### config.mk
export PLATFORM = sky130hd
export DESIGN_NAME = cbt_top
export DESIGN_NICKNAME = d
export VERILOG_FILES = /design/src/hw/cbt_pkg.sv /design/src/hw/cbt_sample_vote.sv /design/src/hw/cbt_top.sv
export SDC_FILE = /design/constraint.sdc
export NUM_CORES = 1
export LEC_CHECK = 0
export BUFFER_PORTS_ARGS = -buffer_cell sky130_fd_sc_hd__buf_4
export CORE_ASPECT_RATIO = 1.4
export CORE_MARGIN = 8
export CORE_UTILIZATION = 39
export CTS_CLUSTER_SIZE = 14
export DETAILED_ROUTE_END_ITERATION = 6
export PLACE_DENSITY = 0.68
export REMOVE_ABC_BUFFERS = 1
export SYNTH_ARGS = -nofsm -noshare
export SYNTH_HDL_FRONTEND = slang
export SYNTH_HIERARCHICAL = 1
export SYNTH_SLANG_ARGS = --single-unit
### constraint.sdc
create_clock -name clk_i -period 6.3 [get_ports clk_i]
set_input_delay 0.315 -clock clk_i [delete_from_list [all_inputs] [get_ports clk_i]]
set_output_delay 0.315 -clock clk_i [all_outputs]
set_load 0.05 [all_outputs]
### src/hw/cbt_pkg.sv
// Package: register map, field layout, reset values, states for the CAN slice
package cbt_pkg;
	localparam int NOBJ = 15;
	// Byte addresses of the registers (one aligned word each)
	localparam logic [7:0] ADDR_EN_LOW      = 8'h00;
	localparam logic [7:0] ADDR_EN_HIGH     = 8'h04;
	localparam logic [7:0] ADDR_IE_LOW      = 8'h08;
	localparam logic [7:0] ADDR_IE_HIGH     = 8'h0c;
	localparam logic [7:0] ADDR_SIT_LOW     = 8'h10;
	localparam logic [7:0] ADDR_SIT_HIGH    = 8'h14;
	localparam logic [7:0] ADDR_BT_PRESC    = 8'h18;
	localparam logic [7:0] ADDR_BT_JUMPPROP = 8'h1c;
	localparam logic [7:0] ADDR_BT_PHASES   = 8'h20;
	localparam logic [7:0] ADDR_TS_PRESC    = 8'h24;
	localparam logic [7:0] ADDR_TS_LOW      = 8'h28;
	localparam logic [7:0] ADDR_TS_HIGH     = 8'h2c;
	localparam logic [7:0] ADDR_CTRL        = 8'h30;
	localparam logic [7:0] ADDR_STAT        = 8'h34;
	// Field positions
	localparam int BRP_LSB  = 1;
	localparam int SJW_LSB  = 5;
	localparam int PRS_LSB  = 1;
	localparam int PHASE_SEG_TWO_LSB = 4;
	localparam int PHASE_SEG_ONE_LSB = 1;
	localparam int SMP_BIT  = 0;
	localparam int CTRL_ENA_BIT   = 0;
	localparam int CTRL_SWRES_BIT = 1;
	localparam int STAT_OVR_BIT   = 0;
	localparam int STAT_ENFG_BIT  = 1;
	localparam int STAT_BIT_BIT   = 2;
	// Reset values and masks
	localparam logic [7:0] RST_BT_PRESC    = 8'h00;
	localparam logic [7:0] RST_BT_JUMPPROP = 8'h00;
	localparam logic [7:0] RST_BT_PHASES   = 8'h00;
	localparam logic [7:0] RST_TS_PRESC    = 8'h00;
	localparam logic [7:0] MASK_BT_PRESC    = 8'h7e;
	localparam logic [7:0] MASK_BT_JUMPPROP = 8'h6e;
	localparam logic [7:0] MASK_BT_PHASES   = 8'h7f;
	localparam logic [2:0] TS_PRE_DIV  = 3'h7;   // Fixed divide by 8
	localparam logic [1:0] SMP_FIRST   = 2'h2;   // Clocks before sample point
	localparam logic [1:0] SMP_SECOND  = 2'h1;
	// Object config field encodings
	localparam logic [1:0] CFG_DISABLED = 2'h0;
	// Bit timing segments
	typedef enum logic [3:0] {
		SEG_SYNC  = 4'b0001,
		SEG_PROP  = 4'b0010,
		SEG_PHASE_SEG_ONE  = 4'b0100,
		SEG_PHASE_SEG_TWO  = 4'b1000
	} cbt_seg_e;
endpackage : cbt_pkg

### src/hw/cbt_sample_vote.sv
// Three-point majority sampler for the received bus level
module cbt_sample_vote (
	// Clock and reset
	input  wire logic clk_i,
	input  wire logic arst_n_i,
	// Control
	input  wire logic triple_i,
	input  wire logic shift_i,
	input  wire logic sample_i,
	input  wire logic rx_i,
	// Result
	output logic      bit_o
);
	logic [1:0] hist_reg;
	always_ff @(posedge clk_i or negedge arst_n_i) begin
		if (!arst_n_i) begin
			hist_reg <= 2'h3;
		end else if (shift_i) begin
			hist_reg <= {hist_reg[0], rx_i};
		end
	end
	// Majority of samples two and one clocks before, and at, the point
	always_ff @(posedge clk_i or negedge arst_n_i) begin
		if (!arst_n_i) begin
			bit_o <= 1'b1;
		end else if (sample_i) begin
			if (triple_i) begin
				bit_o <= (hist_reg[1] & hist_reg[0]) | (hist_reg[1] & rx_i)
					| (hist_reg[0] & rx_i);
			end else begin
				bit_o <= rx_i;
			end
		end
	end
endmodule : cbt_sample_vote

### src/hw/cbt_top.sv
// Object flags, bit timing and timestamp timer of the CAN controller
// How it works
// - Enabling an object's config sets in-use bit
// - Tx completion, or rx completion without auto-reply, clears in-use bit
// - Disable, abort or standby clears in-use
// - Fifteen read-only in-use bits, top reserved
// - Fifteen writable interrupt enables, reset zero
// - Fifteen pending interrupt bits, write one to clear
// - Quantum equals prescaler plus one clocks
// - Resync adjusts bit by jump width
// - Propagation segment lasts field plus one
// - Phase two lasts field plus one
// - Phase one lasts field plus one
// - Single or three-point majority sampling
// - Timer tick every eight times prescaler-plus-one
// - Timer ticks only while controller enabled
// - Timer readable as two bytes, reset zero
// - Timer counts full sixteen-bit range
// - Wrap to zero raises overrun flag
module cbt_top
	import cbt_pkg::*;
(
	// Clock and reset
	input  wire logic                clk_i,
	input  wire logic                arst_n_i,
	// APB slave
	input  wire logic                psel_i,
	input  wire logic                penable_i,
	input  wire logic                pwrite_i,
	input  wire logic [7:0]          paddr_i,
	input  wire logic [31:0]         pwdata_i,
	output logic      [31:0]         prdata_o,
	output logic                     pready_o,
	output logic                     pslverr_o,
	// Frame engine events, one bit per object (config field two bits per object), one shared abort
	input  wire logic [NOBJ-1:0]     obj_cfg_write_i,
	input  wire logic [NOBJ*2-1:0]   obj_config_field_i,
	input  wire logic [NOBJ-1:0]     obj_auto_reply_i,
	input  wire logic [NOBJ-1:0]     tx_complete_flag_i,
	input  wire logic [NOBJ-1:0]     rx_complete_flag_i,
	input  wire logic [NOBJ-1:0]     obj_event_i,
	input  wire logic                abort_i,
	// Bus side
	input  wire logic                rx_i,
	input  wire logic                edge_late_i,
	input  wire logic                edge_early_i,
	// Timing outputs
	output logic                     tq_tick_o,
	output logic                     sample_point_o,
	output logic                     rx_bit_o,
	output logic                     ctrl_enabled_o
);
	logic [NOBJ-1:0] obj_in_use_bit_reg;
	logic [NOBJ-1:0] obj_irq_enable_reg;
	logic [NOBJ-1:0] obj_irq_pending_reg;
	logic [7:0]      bt_presc_reg;
	logic [7:0]      bt_jumpprop_reg;
	logic [7:0]      bt_phases_reg;
	logic [7:0]      ts_presc_reg;
	logic [15:0]     timestamp_timer_reg;
	logic            timer_overrun_flag_reg;
	logic            enable_req_reg;
	logic            swres_reg;
	logic            ctrl_enabled_reg;
	logic [5:0]      tq_cnt_reg;
	logic            tq_tick_reg;
	logic [4:0]      seg_cnt_reg;
	cbt_seg_e        seg_reg;
	logic [2:0]      ts_div_reg;
	logic [7:0]      ts_pre_reg;
	logic            sample_point_reg;
	logic [31:0]     prdata_reg;
	logic            pready_reg;
	logic            pslverr_reg;

	function automatic logic [4:0] seg_len(input logic [2:0] f);
		seg_len = {2'h0, f} + 5'h1;
	endfunction : seg_len

	function automatic logic hit(input logic [7:0] a, input logic [7:0] b);
		hit = (a == b);
	endfunction : hit

	logic wr;
	logic rd_ok;
	logic soft_rst;
	assign wr       = psel_i & penable_i & pwrite_i & ~pready_reg;
	assign soft_rst = swres_reg;

	logic [5:0] baud_prescaler;
	logic [1:0] resync_jump_width;
	logic [2:0] propagation_segment;
	logic [2:0] phase_seg_one;
	logic [2:0] phase_seg_two;
	logic       triple_sampling;
	assign baud_prescaler  = bt_presc_reg[BRP_LSB +: 6];
	assign resync_jump_width  = bt_jumpprop_reg[SJW_LSB +: 2];
	assign propagation_segment  = bt_jumpprop_reg[PRS_LSB +: 3];
	assign phase_seg_two = bt_phases_reg[PHASE_SEG_TWO_LSB +: 3];
	assign phase_seg_one = bt_phases_reg[PHASE_SEG_ONE_LSB +: 3];
	assign triple_sampling  = bt_phases_reg[SMP_BIT];

	// Control: enable request and self-clearing soft reset
	always_ff @(posedge clk_i or negedge arst_n_i) begin
		if (!arst_n_i) begin
			enable_req_reg <= 1'b0;
			swres_reg      <= 1'b0;
		end else begin
			swres_reg <= wr && hit(paddr_i, ADDR_CTRL) && pwdata_i[CTRL_SWRES_BIT];
			if (soft_rst) begin
				enable_req_reg <= 1'b0;
			end else if (wr && hit(paddr_i, ADDR_CTRL)) begin
				enable_req_reg <= pwdata_i[CTRL_ENA_BIT];
			end
		end
	end

	// Enabled state follows the request one clock later
	always_ff @(posedge clk_i or negedge arst_n_i) begin
		if (!arst_n_i) begin
			ctrl_enabled_reg <= 1'b0;
		end else begin
			ctrl_enabled_reg <= enable_req_reg & ~soft_rst;
		end
	end

	// Object in-use bits
	always_ff @(posedge clk_i or negedge arst_n_i) begin
		if (!arst_n_i) begin
			obj_in_use_bit_reg <= '0;
		end else begin
			for (int i = 0; i < NOBJ; i++) begin
				if (soft_rst || abort_i || !ctrl_enabled_reg) begin
					obj_in_use_bit_reg[i] <= 1'b0;
				end else if (obj_cfg_write_i[i]) begin
					obj_in_use_bit_reg[i] <= (obj_config_field_i[2*i +: 2] != CFG_DISABLED);
				end else if (tx_complete_flag_i[i]
					|| (rx_complete_flag_i[i] && !obj_auto_reply_i[i])) begin
					obj_in_use_bit_reg[i] <= 1'b0;
				end
			end
		end
	end

	// Interrupt enables; reserved top bit is not stored
	always_ff @(posedge clk_i or negedge arst_n_i) begin
		if (!arst_n_i) begin
			obj_irq_enable_reg <= '0;
		end else if (soft_rst) begin
			obj_irq_enable_reg <= '0;
		end else if (wr && hit(paddr_i, ADDR_IE_LOW)) begin
			obj_irq_enable_reg[7:0] <= pwdata_i[7:0];
		end else if (wr && hit(paddr_i, ADDR_IE_HIGH)) begin
			obj_irq_enable_reg[14:8] <= pwdata_i[6:0];
		end
	end

	// Pending interrupt bits; events gated by enables, write one clears, set wins
	always_ff @(posedge clk_i or negedge arst_n_i) begin
		if (!arst_n_i) begin
			obj_irq_pending_reg <= '0;
		end else if (soft_rst) begin
			obj_irq_pending_reg <= '0;
		end else begin
			for (int i = 0; i < NOBJ; i++) begin
				if (obj_event_i[i] && obj_irq_enable_reg[i]) begin
					obj_irq_pending_reg[i] <= 1'b1;
				end else if (wr && i < 8 && hit(paddr_i, ADDR_SIT_LOW) && pwdata_i[i % 8]) begin
					obj_irq_pending_reg[i] <= 1'b0;
				end else if (wr && i >= 8 && hit(paddr_i, ADDR_SIT_HIGH)
					&& pwdata_i[i % 8]) begin
					obj_irq_pending_reg[i] <= 1'b0;
				end
			end
		end
	end

	// Bit timing configuration; reserved bits masked
	always_ff @(posedge clk_i or negedge arst_n_i) begin
		if (!arst_n_i) begin
			bt_presc_reg    <= RST_BT_PRESC;
			bt_jumpprop_reg <= RST_BT_JUMPPROP;
			bt_phases_reg   <= RST_BT_PHASES;
			ts_presc_reg    <= RST_TS_PRESC;
		end else if (wr) begin
			if (hit(paddr_i, ADDR_BT_PRESC)) begin
				bt_presc_reg <= pwdata_i[7:0] & MASK_BT_PRESC;
			end
			if (hit(paddr_i, ADDR_BT_JUMPPROP)) begin
				bt_jumpprop_reg <= pwdata_i[7:0] & MASK_BT_JUMPPROP;
			end
			if (hit(paddr_i, ADDR_BT_PHASES)) begin
				bt_phases_reg <= pwdata_i[7:0] & MASK_BT_PHASES;
			end
			if (hit(paddr_i, ADDR_TS_PRESC)) begin
				ts_presc_reg <= pwdata_i[7:0];
			end
		end
	end

	// Time quantum prescaler
	always_ff @(posedge clk_i or negedge arst_n_i) begin
		if (!arst_n_i) begin
			tq_cnt_reg  <= '0;
			tq_tick_reg <= 1'b0;
		end else if (!ctrl_enabled_reg) begin
			tq_cnt_reg  <= '0;
			tq_tick_reg <= 1'b0;
		end else if (tq_cnt_reg >= baud_prescaler) begin
			tq_cnt_reg  <= '0;
			tq_tick_reg <= 1'b1;
		end else begin
			tq_cnt_reg  <= tq_cnt_reg + 6'h1;
			tq_tick_reg <= 1'b0;
		end
	end

	// Bit segment sequencer with resynchronisation
	logic [4:0] sjw_len;
	logic [4:0] late_adj;
	assign sjw_len  = {3'h0, resync_jump_width} + 5'h1;
	assign late_adj = seg_len(phase_seg_one) + sjw_len;

	always_ff @(posedge clk_i or negedge arst_n_i) begin
		if (!arst_n_i) begin
			seg_reg     <= SEG_SYNC;
			seg_cnt_reg <= '0;
		end else if (!ctrl_enabled_reg) begin
			seg_reg     <= SEG_SYNC;
			seg_cnt_reg <= '0;
		end else if (tq_tick_reg) begin
			unique case (seg_reg)
				SEG_SYNC: begin
					seg_reg     <= SEG_PROP;
					seg_cnt_reg <= seg_len(propagation_segment) - 5'h1;
				end
				SEG_PROP: begin
					if (seg_cnt_reg == 5'h0) begin
						seg_reg <= SEG_PHASE_SEG_ONE;
						// Late edge lengthens phase one
						seg_cnt_reg <= (edge_late_i ? late_adj : seg_len(phase_seg_one)) - 5'h1;
					end else begin
						seg_cnt_reg <= seg_cnt_reg - 5'h1;
					end
				end
				SEG_PHASE_SEG_ONE: begin
					if (seg_cnt_reg == 5'h0) begin
						seg_reg     <= SEG_PHASE_SEG_TWO;
						seg_cnt_reg <= seg_len(phase_seg_two) - 5'h1;
					end else begin
						seg_cnt_reg <= seg_cnt_reg - 5'h1;
					end
				end
				SEG_PHASE_SEG_TWO: begin
					// Early edge shortens phase two by up to the jump width
					if (seg_cnt_reg == 5'h0 || (edge_early_i && seg_cnt_reg <= sjw_len)) begin
						seg_reg     <= SEG_SYNC;
						seg_cnt_reg <= '0;
					end else begin
						seg_cnt_reg <= seg_cnt_reg - 5'h1;
					end
				end
			endcase
		end
	end

	// Sample point at end of phase one
	logic sp_now;
	assign sp_now = tq_tick_reg && seg_reg == SEG_PHASE_SEG_ONE && seg_cnt_reg == 5'h0;
	always_ff @(posedge clk_i or negedge arst_n_i) begin
		if (!arst_n_i) begin
			sample_point_reg <= 1'b0;
		end else begin
			sample_point_reg <= sp_now;
		end
	end

	cbt_sample_vote u_vote (
		.clk_i    (clk_i),
		.arst_n_i (arst_n_i),
		.triple_i (triple_sampling),
		.shift_i  (ctrl_enabled_reg),
		.sample_i (sp_now),
		.rx_i     (rx_i),
		.bit_o    (rx_bit_o)
	);

	// Timestamp prescaler: divide by 8, then by prescaler plus one
	logic ts_tick;
	assign ts_tick = ctrl_enabled_reg && ts_div_reg == TS_PRE_DIV
		&& ts_pre_reg >= ts_presc_reg;
	always_ff @(posedge clk_i or negedge arst_n_i) begin
		if (!arst_n_i) begin
			ts_div_reg <= '0;
			ts_pre_reg <= '0;
		end else if (!ctrl_enabled_reg) begin
			ts_div_reg <= '0;
			ts_pre_reg <= '0;
		end else begin
			ts_div_reg <= ts_div_reg + 3'h1;
			if (ts_div_reg == TS_PRE_DIV) begin
				ts_pre_reg <= (ts_pre_reg >= ts_presc_reg) ? 8'h0 : ts_pre_reg + 8'h1;
			end
		end
	end

	// Timestamp counter and overrun flag (set wins over clear)
	always_ff @(posedge clk_i or negedge arst_n_i) begin
		if (!arst_n_i) begin
			timestamp_timer_reg    <= '0;
			timer_overrun_flag_reg <= 1'b0;
		end else if (soft_rst) begin
			timestamp_timer_reg    <= '0;
			timer_overrun_flag_reg <= 1'b0;
		end else begin
			if (ts_tick) begin
				timestamp_timer_reg <= timestamp_timer_reg + 16'h1;
			end
			if (ts_tick && timestamp_timer_reg == 16'hffff) begin
				timer_overrun_flag_reg <= 1'b1;
			end else if (wr && hit(paddr_i, ADDR_STAT) && pwdata_i[STAT_OVR_BIT]) begin
				timer_overrun_flag_reg <= 1'b0;
			end
		end
	end

	// APB read mux
	logic [31:0] rd_val;
	always_comb begin
		rd_val = 32'h0;
		rd_ok  = 1'b1;
		unique case (paddr_i)
			ADDR_EN_LOW:      rd_val[7:0] = obj_in_use_bit_reg[7:0];
			ADDR_EN_HIGH:     rd_val[6:0] = obj_in_use_bit_reg[14:8];
			ADDR_IE_LOW:      rd_val[7:0] = obj_irq_enable_reg[7:0];
			ADDR_IE_HIGH:     rd_val[6:0] = obj_irq_enable_reg[14:8];
			ADDR_SIT_LOW:     rd_val[7:0] = obj_irq_pending_reg[7:0];
			ADDR_SIT_HIGH:    rd_val[6:0] = obj_irq_pending_reg[14:8];
			ADDR_BT_PRESC:    rd_val[7:0] = bt_presc_reg;
			ADDR_BT_JUMPPROP: rd_val[7:0] = bt_jumpprop_reg;
			ADDR_BT_PHASES:   rd_val[7:0] = bt_phases_reg;
			ADDR_TS_PRESC:    rd_val[7:0] = ts_presc_reg;
			ADDR_TS_LOW:      rd_val[7:0] = timestamp_timer_reg[7:0];
			ADDR_TS_HIGH:     rd_val[7:0] = timestamp_timer_reg[15:8];
			ADDR_CTRL:        rd_val[CTRL_ENA_BIT] = enable_req_reg;
			ADDR_STAT: begin
				rd_val[STAT_OVR_BIT]  = timer_overrun_flag_reg;
				rd_val[STAT_ENFG_BIT] = ctrl_enabled_reg;
				rd_val[STAT_BIT_BIT]  = rx_bit_o;
			end
			default:          rd_ok = 1'b0;
		endcase
	end

	// One wait state: pready rises in the second access cycle
	always_ff @(posedge clk_i or negedge arst_n_i) begin
		if (!arst_n_i) begin
			pready_reg  <= 1'b0;
			pslverr_reg <= 1'b0;
			prdata_reg  <= '0;
		end else if (psel_i && penable_i && !pready_reg) begin
			pready_reg  <= 1'b1;
			pslverr_reg <= ~rd_ok;
			prdata_reg  <= pwrite_i ? 32'h0 : rd_val;
		end else begin
			pready_reg  <= 1'b0;
			pslverr_reg <= 1'b0;
		end
	end

	assign prdata_o       = prdata_reg;
	assign pready_o       = pready_reg;
	assign pslverr_o      = pslverr_reg;
	assign tq_tick_o      = tq_tick_reg;
	assign sample_point_o = sample_point_reg;
	assign ctrl_enabled_o = ctrl_enabled_reg;
endmodule : cbt_top

==> results.sh <==
export IMPL_post_route_min_period_ns=2.61
export IMPL_cts_tree="yes"
export IMPL_dr_pass1_iters=5
export IMPL_start_kind="flop"
export IMPL_hold_violations=0
export IMPL_worstMarginPinSlew_ns=1.01
export IMPL_clk_root_buffer_cell="clkbuf_16"
export IMPL_finalSetupViolCount=0
export IMPL_rsz0062_at_grt="no"
export IMPL_power_switching_uw=502
export IMPL_final_common_cell="buf_4"
export IMPL_drive_gt1_frac=0.242
export IMPL_required_ns=6.65
export IMPL_crit_chain="ha_1 -> nand2b_1 -> a211oi_1 -> o221a_2 -> or4_4 -> or4_1 -> nand2_1"
export IMPL_period_share=0.415
export IMPL_leakagePower_nw=4.46
export IMPL_drcViolationCount=0
export IMPL_synth_cell_type_count=68
export IMPL_fmax_ghz=0.382
export IMPL_final_fill_count=1845
export IMPL_p_seq_frac=0.446
export IMPL_cp_end_kind="flop"
export IMPL_reg2reg_depth=7
export IMPL_slowest_stage="or4_4"
export IMPL_hold_buffers=1
export IMPL_clk_pin_slew_worst_paths_ns=0.06
export IMPL_ys_seq_area_frac=0.423
export IMPL_hpwl_um=16700
export IMPL_clkSinkCount=132
export IMPL_postCtsSetupBuffers=0
export IMPL_design_core_area_um2=19800
export IMPL_crit_fanout=19
export IMPL_postSynthCellCount=836
export IMPL_antennaDiodeCount=0
export IMPL_fin_skew_ns=0.0141
export IMPL_grt_pass1_vias=6801
export IMPL_final_cell_mix="buf_4, dfrtp_1, nor2_1, nand2_1, o21ai_0"
export IMPL_drv_slew=0
export IMPL_io_buffers=143
export IMPL_initial_utilization=0.396
export IMPL_ys_ff_latch=132
export IMPL_syn_area_um2=7830
export IMPL_crit_buf_inv=0
export IMPL_vias_per_cell=5.51
export IMPL_die_y_um=184
export IMPL_drv_cap=0
export IMPL_setup_tns_ns=0
export IMPL_synthToLayoutAreaGrowth_pct=22.0
export IMPL_hold_path_class="input port to flop"
export IMPL_clkPwrFrac=0.444
export IMPL_grt_overflow_total=0
export IMPL_critPathKind="flop to flop"
export IMPL_cp_arrival_ns=2.96
export IMPL_outcome="complete, no violations"
export IMPL_grt_max_degree=79
export IMPL_clk_latency_ns=0.42
export IMPL_fp_dieArea_um2=24900
export IMPL_largest_register_ffs=16
export IMPL_p_comb_frac=0.111
export IMPL_avgSynthCellArea_um2=9.36
export IMPL_h_tree_depth=4
export IMPL_drt_iter0_drc=561
export IMPL_finalNetCount=1151
export IMPL_synth_flop_cell="dfrtp_1"
export IMPL_timing_hold_ws_ns=0.101
export IMPL_antenna_found_initial=0
export IMPL_wl_per_cell_um=18.2
export IMPL_synth_yosys_warnings=6
export IMPL_switching_share=0.253
export IMPL_fp_row_count=61
export IMPL_fp_dieW_um=136
export IMPL_routed_wl_um=22400
export IMPL_p_per_area_nw_per_um2=208
export IMPL_async_flop_share=1.00
export IMPL_cts_made_buffers=17
export IMPL_crit_family="simple AND/OR/NAND/NOR gates"
export IMPL_globalplace_congestion=0.930
export IMPL_synth_edff_count=0
export IMPL_cts_path_max_buffers=2
export IMPL_vias=6792
export IMPL_path_depth=7
export IMPL_grtUsageTotal=0.182
export IMPL_grt_pass1_wl_um=35800
export IMPL_ir_drop_v=0.000181
export IMPL_slew_headroom=0.321
export IMPL_max_stage_delay_ns=0.67
export IMPL_ant_nets=0
export IMPL_cts_repair_resized=0
export IMPL_intPower_mw=1.48
export IMPL_min_path_cells=2
export IMPL_io_pins=192
-- cell usage after synthesis, drive strengths merged (7+ instances only) --
| master | count | area (µm²) |
|---|---|---|
| buf | 31 | 226 |
| o21a | 7 | 52.6 |
| inv | 35 | 131 |
| nor3 | 17 | 90.1 |
| ha | 30 | 375 |
| dfrtp | 128 | 3200 |
| nor2 | 75 | 282 |
| a22oi | 25 | 188 |
| o21ai | 55 | 275 |
| and2 | 11 | 68.8 |
| nand4 | 10 | 62.6 |
| mux2i | 38 | 380 |
| or4b | 15 | 150 |
| nand2 | 74 | 278 |
| nand3 | 22 | 110 |
| clkbuf | 31 | 118 |
| mux2 | 28 | 315 |
| nor2b | 27 | 169 |
| a31oi | 9 | 56.3 |
| or3 | 16 | 101 |
| o22ai | 13 | 81.3 |
| a21oi | 43 | 215 |
-- routing by layer --
| layer | vias up | part of all wire | GRT usage |
|---|---|---|---|
| li1 | 3239 | - | - |
| met1 | 3269 | 0.41 | 0.215 |
| met2 | 234 | 0.50 | 0.309 |
| met3 | 50 | 0.062 | 0.0383 |
| met4 | 0 | 0.034 | 0.0838 |
| met5 | - | 0 | 0 |
-- power by group through the flow --
stage,Sequential [mW],Combinational (mW),Clock [mW]
2_1_floorplan,0.897,0.0975,0
3_3_place_gp,0.898,0.216,0
3_5_place_dp,0.898,0.220,0
4_1_cts,0.883,0.221,0.897
5_1_grt,0.886,0.241,0.936
6_report,0.884,0.220,0.881
-- metrics by stage --
step	setup WS, ns	instance area [µm²]	utilization	cells	power [mW]
2_1_floorplan	3.86	7570	-	797	0.995
3_3_place_gp	3.54	9010	0.456	1199	1.11
3_5_place_dp	3.49	9010	0.456	1199	1.12
4_1_cts	3.69	9550	0.483	1232	2.00
5_1_grt	3.58	9550	0.483	1232	2.06
6_report	3.69	9550	0.483	1232	1.98
-- path summary, 6_finish.rpt --
kind / start / endpoint / slack, ns
setup / recovery: ts_presc_reg[0] / timer_overrun_flag_reg / 3.69
hold / removal: pwrite_i / prdata_o[7] / 0.10
setup reg to reg: ts_presc_reg[0] / timer_overrun_flag_reg / 3.69
hold reg to reg: ts_div_reg[0] / ts_div_reg[0] / 0.44
max in group asynchronous: arst_n_i / seg_cnt_reg[4] / 4.61
min in group asynchronous: arst_n_i / obj_in_use_bit_reg[2] / 0.51
-- layout make-up --
cell class	instances	area, µm²	share of cell area
clock buffers	23	468	0.0490
clock inverters	9	57.6	0.00603
inverters	35	131	0.0138
multi-input cells	630	4130	0.432
flip-flops and latches	132	3310	0.346
well taps	252	315	0.0330
repair buffers	151	1140	0.119
-- cells by family (layout without fill, tap and decap cells) --
logic type,after synthesis,count (layout),share of synthesized area
compound gates,191,191,0.153
other cells,1,24,0.000479
xor+xnor,12,12,0.0134
simple gates,302,302,0.200
fa+ha+maj,31,31,0.0492
mux,70,70,0.100
buf+inv,97,218,0.0607
flops,132,132,0.423
Note: power is estimated with default switching activity, not from simulation.
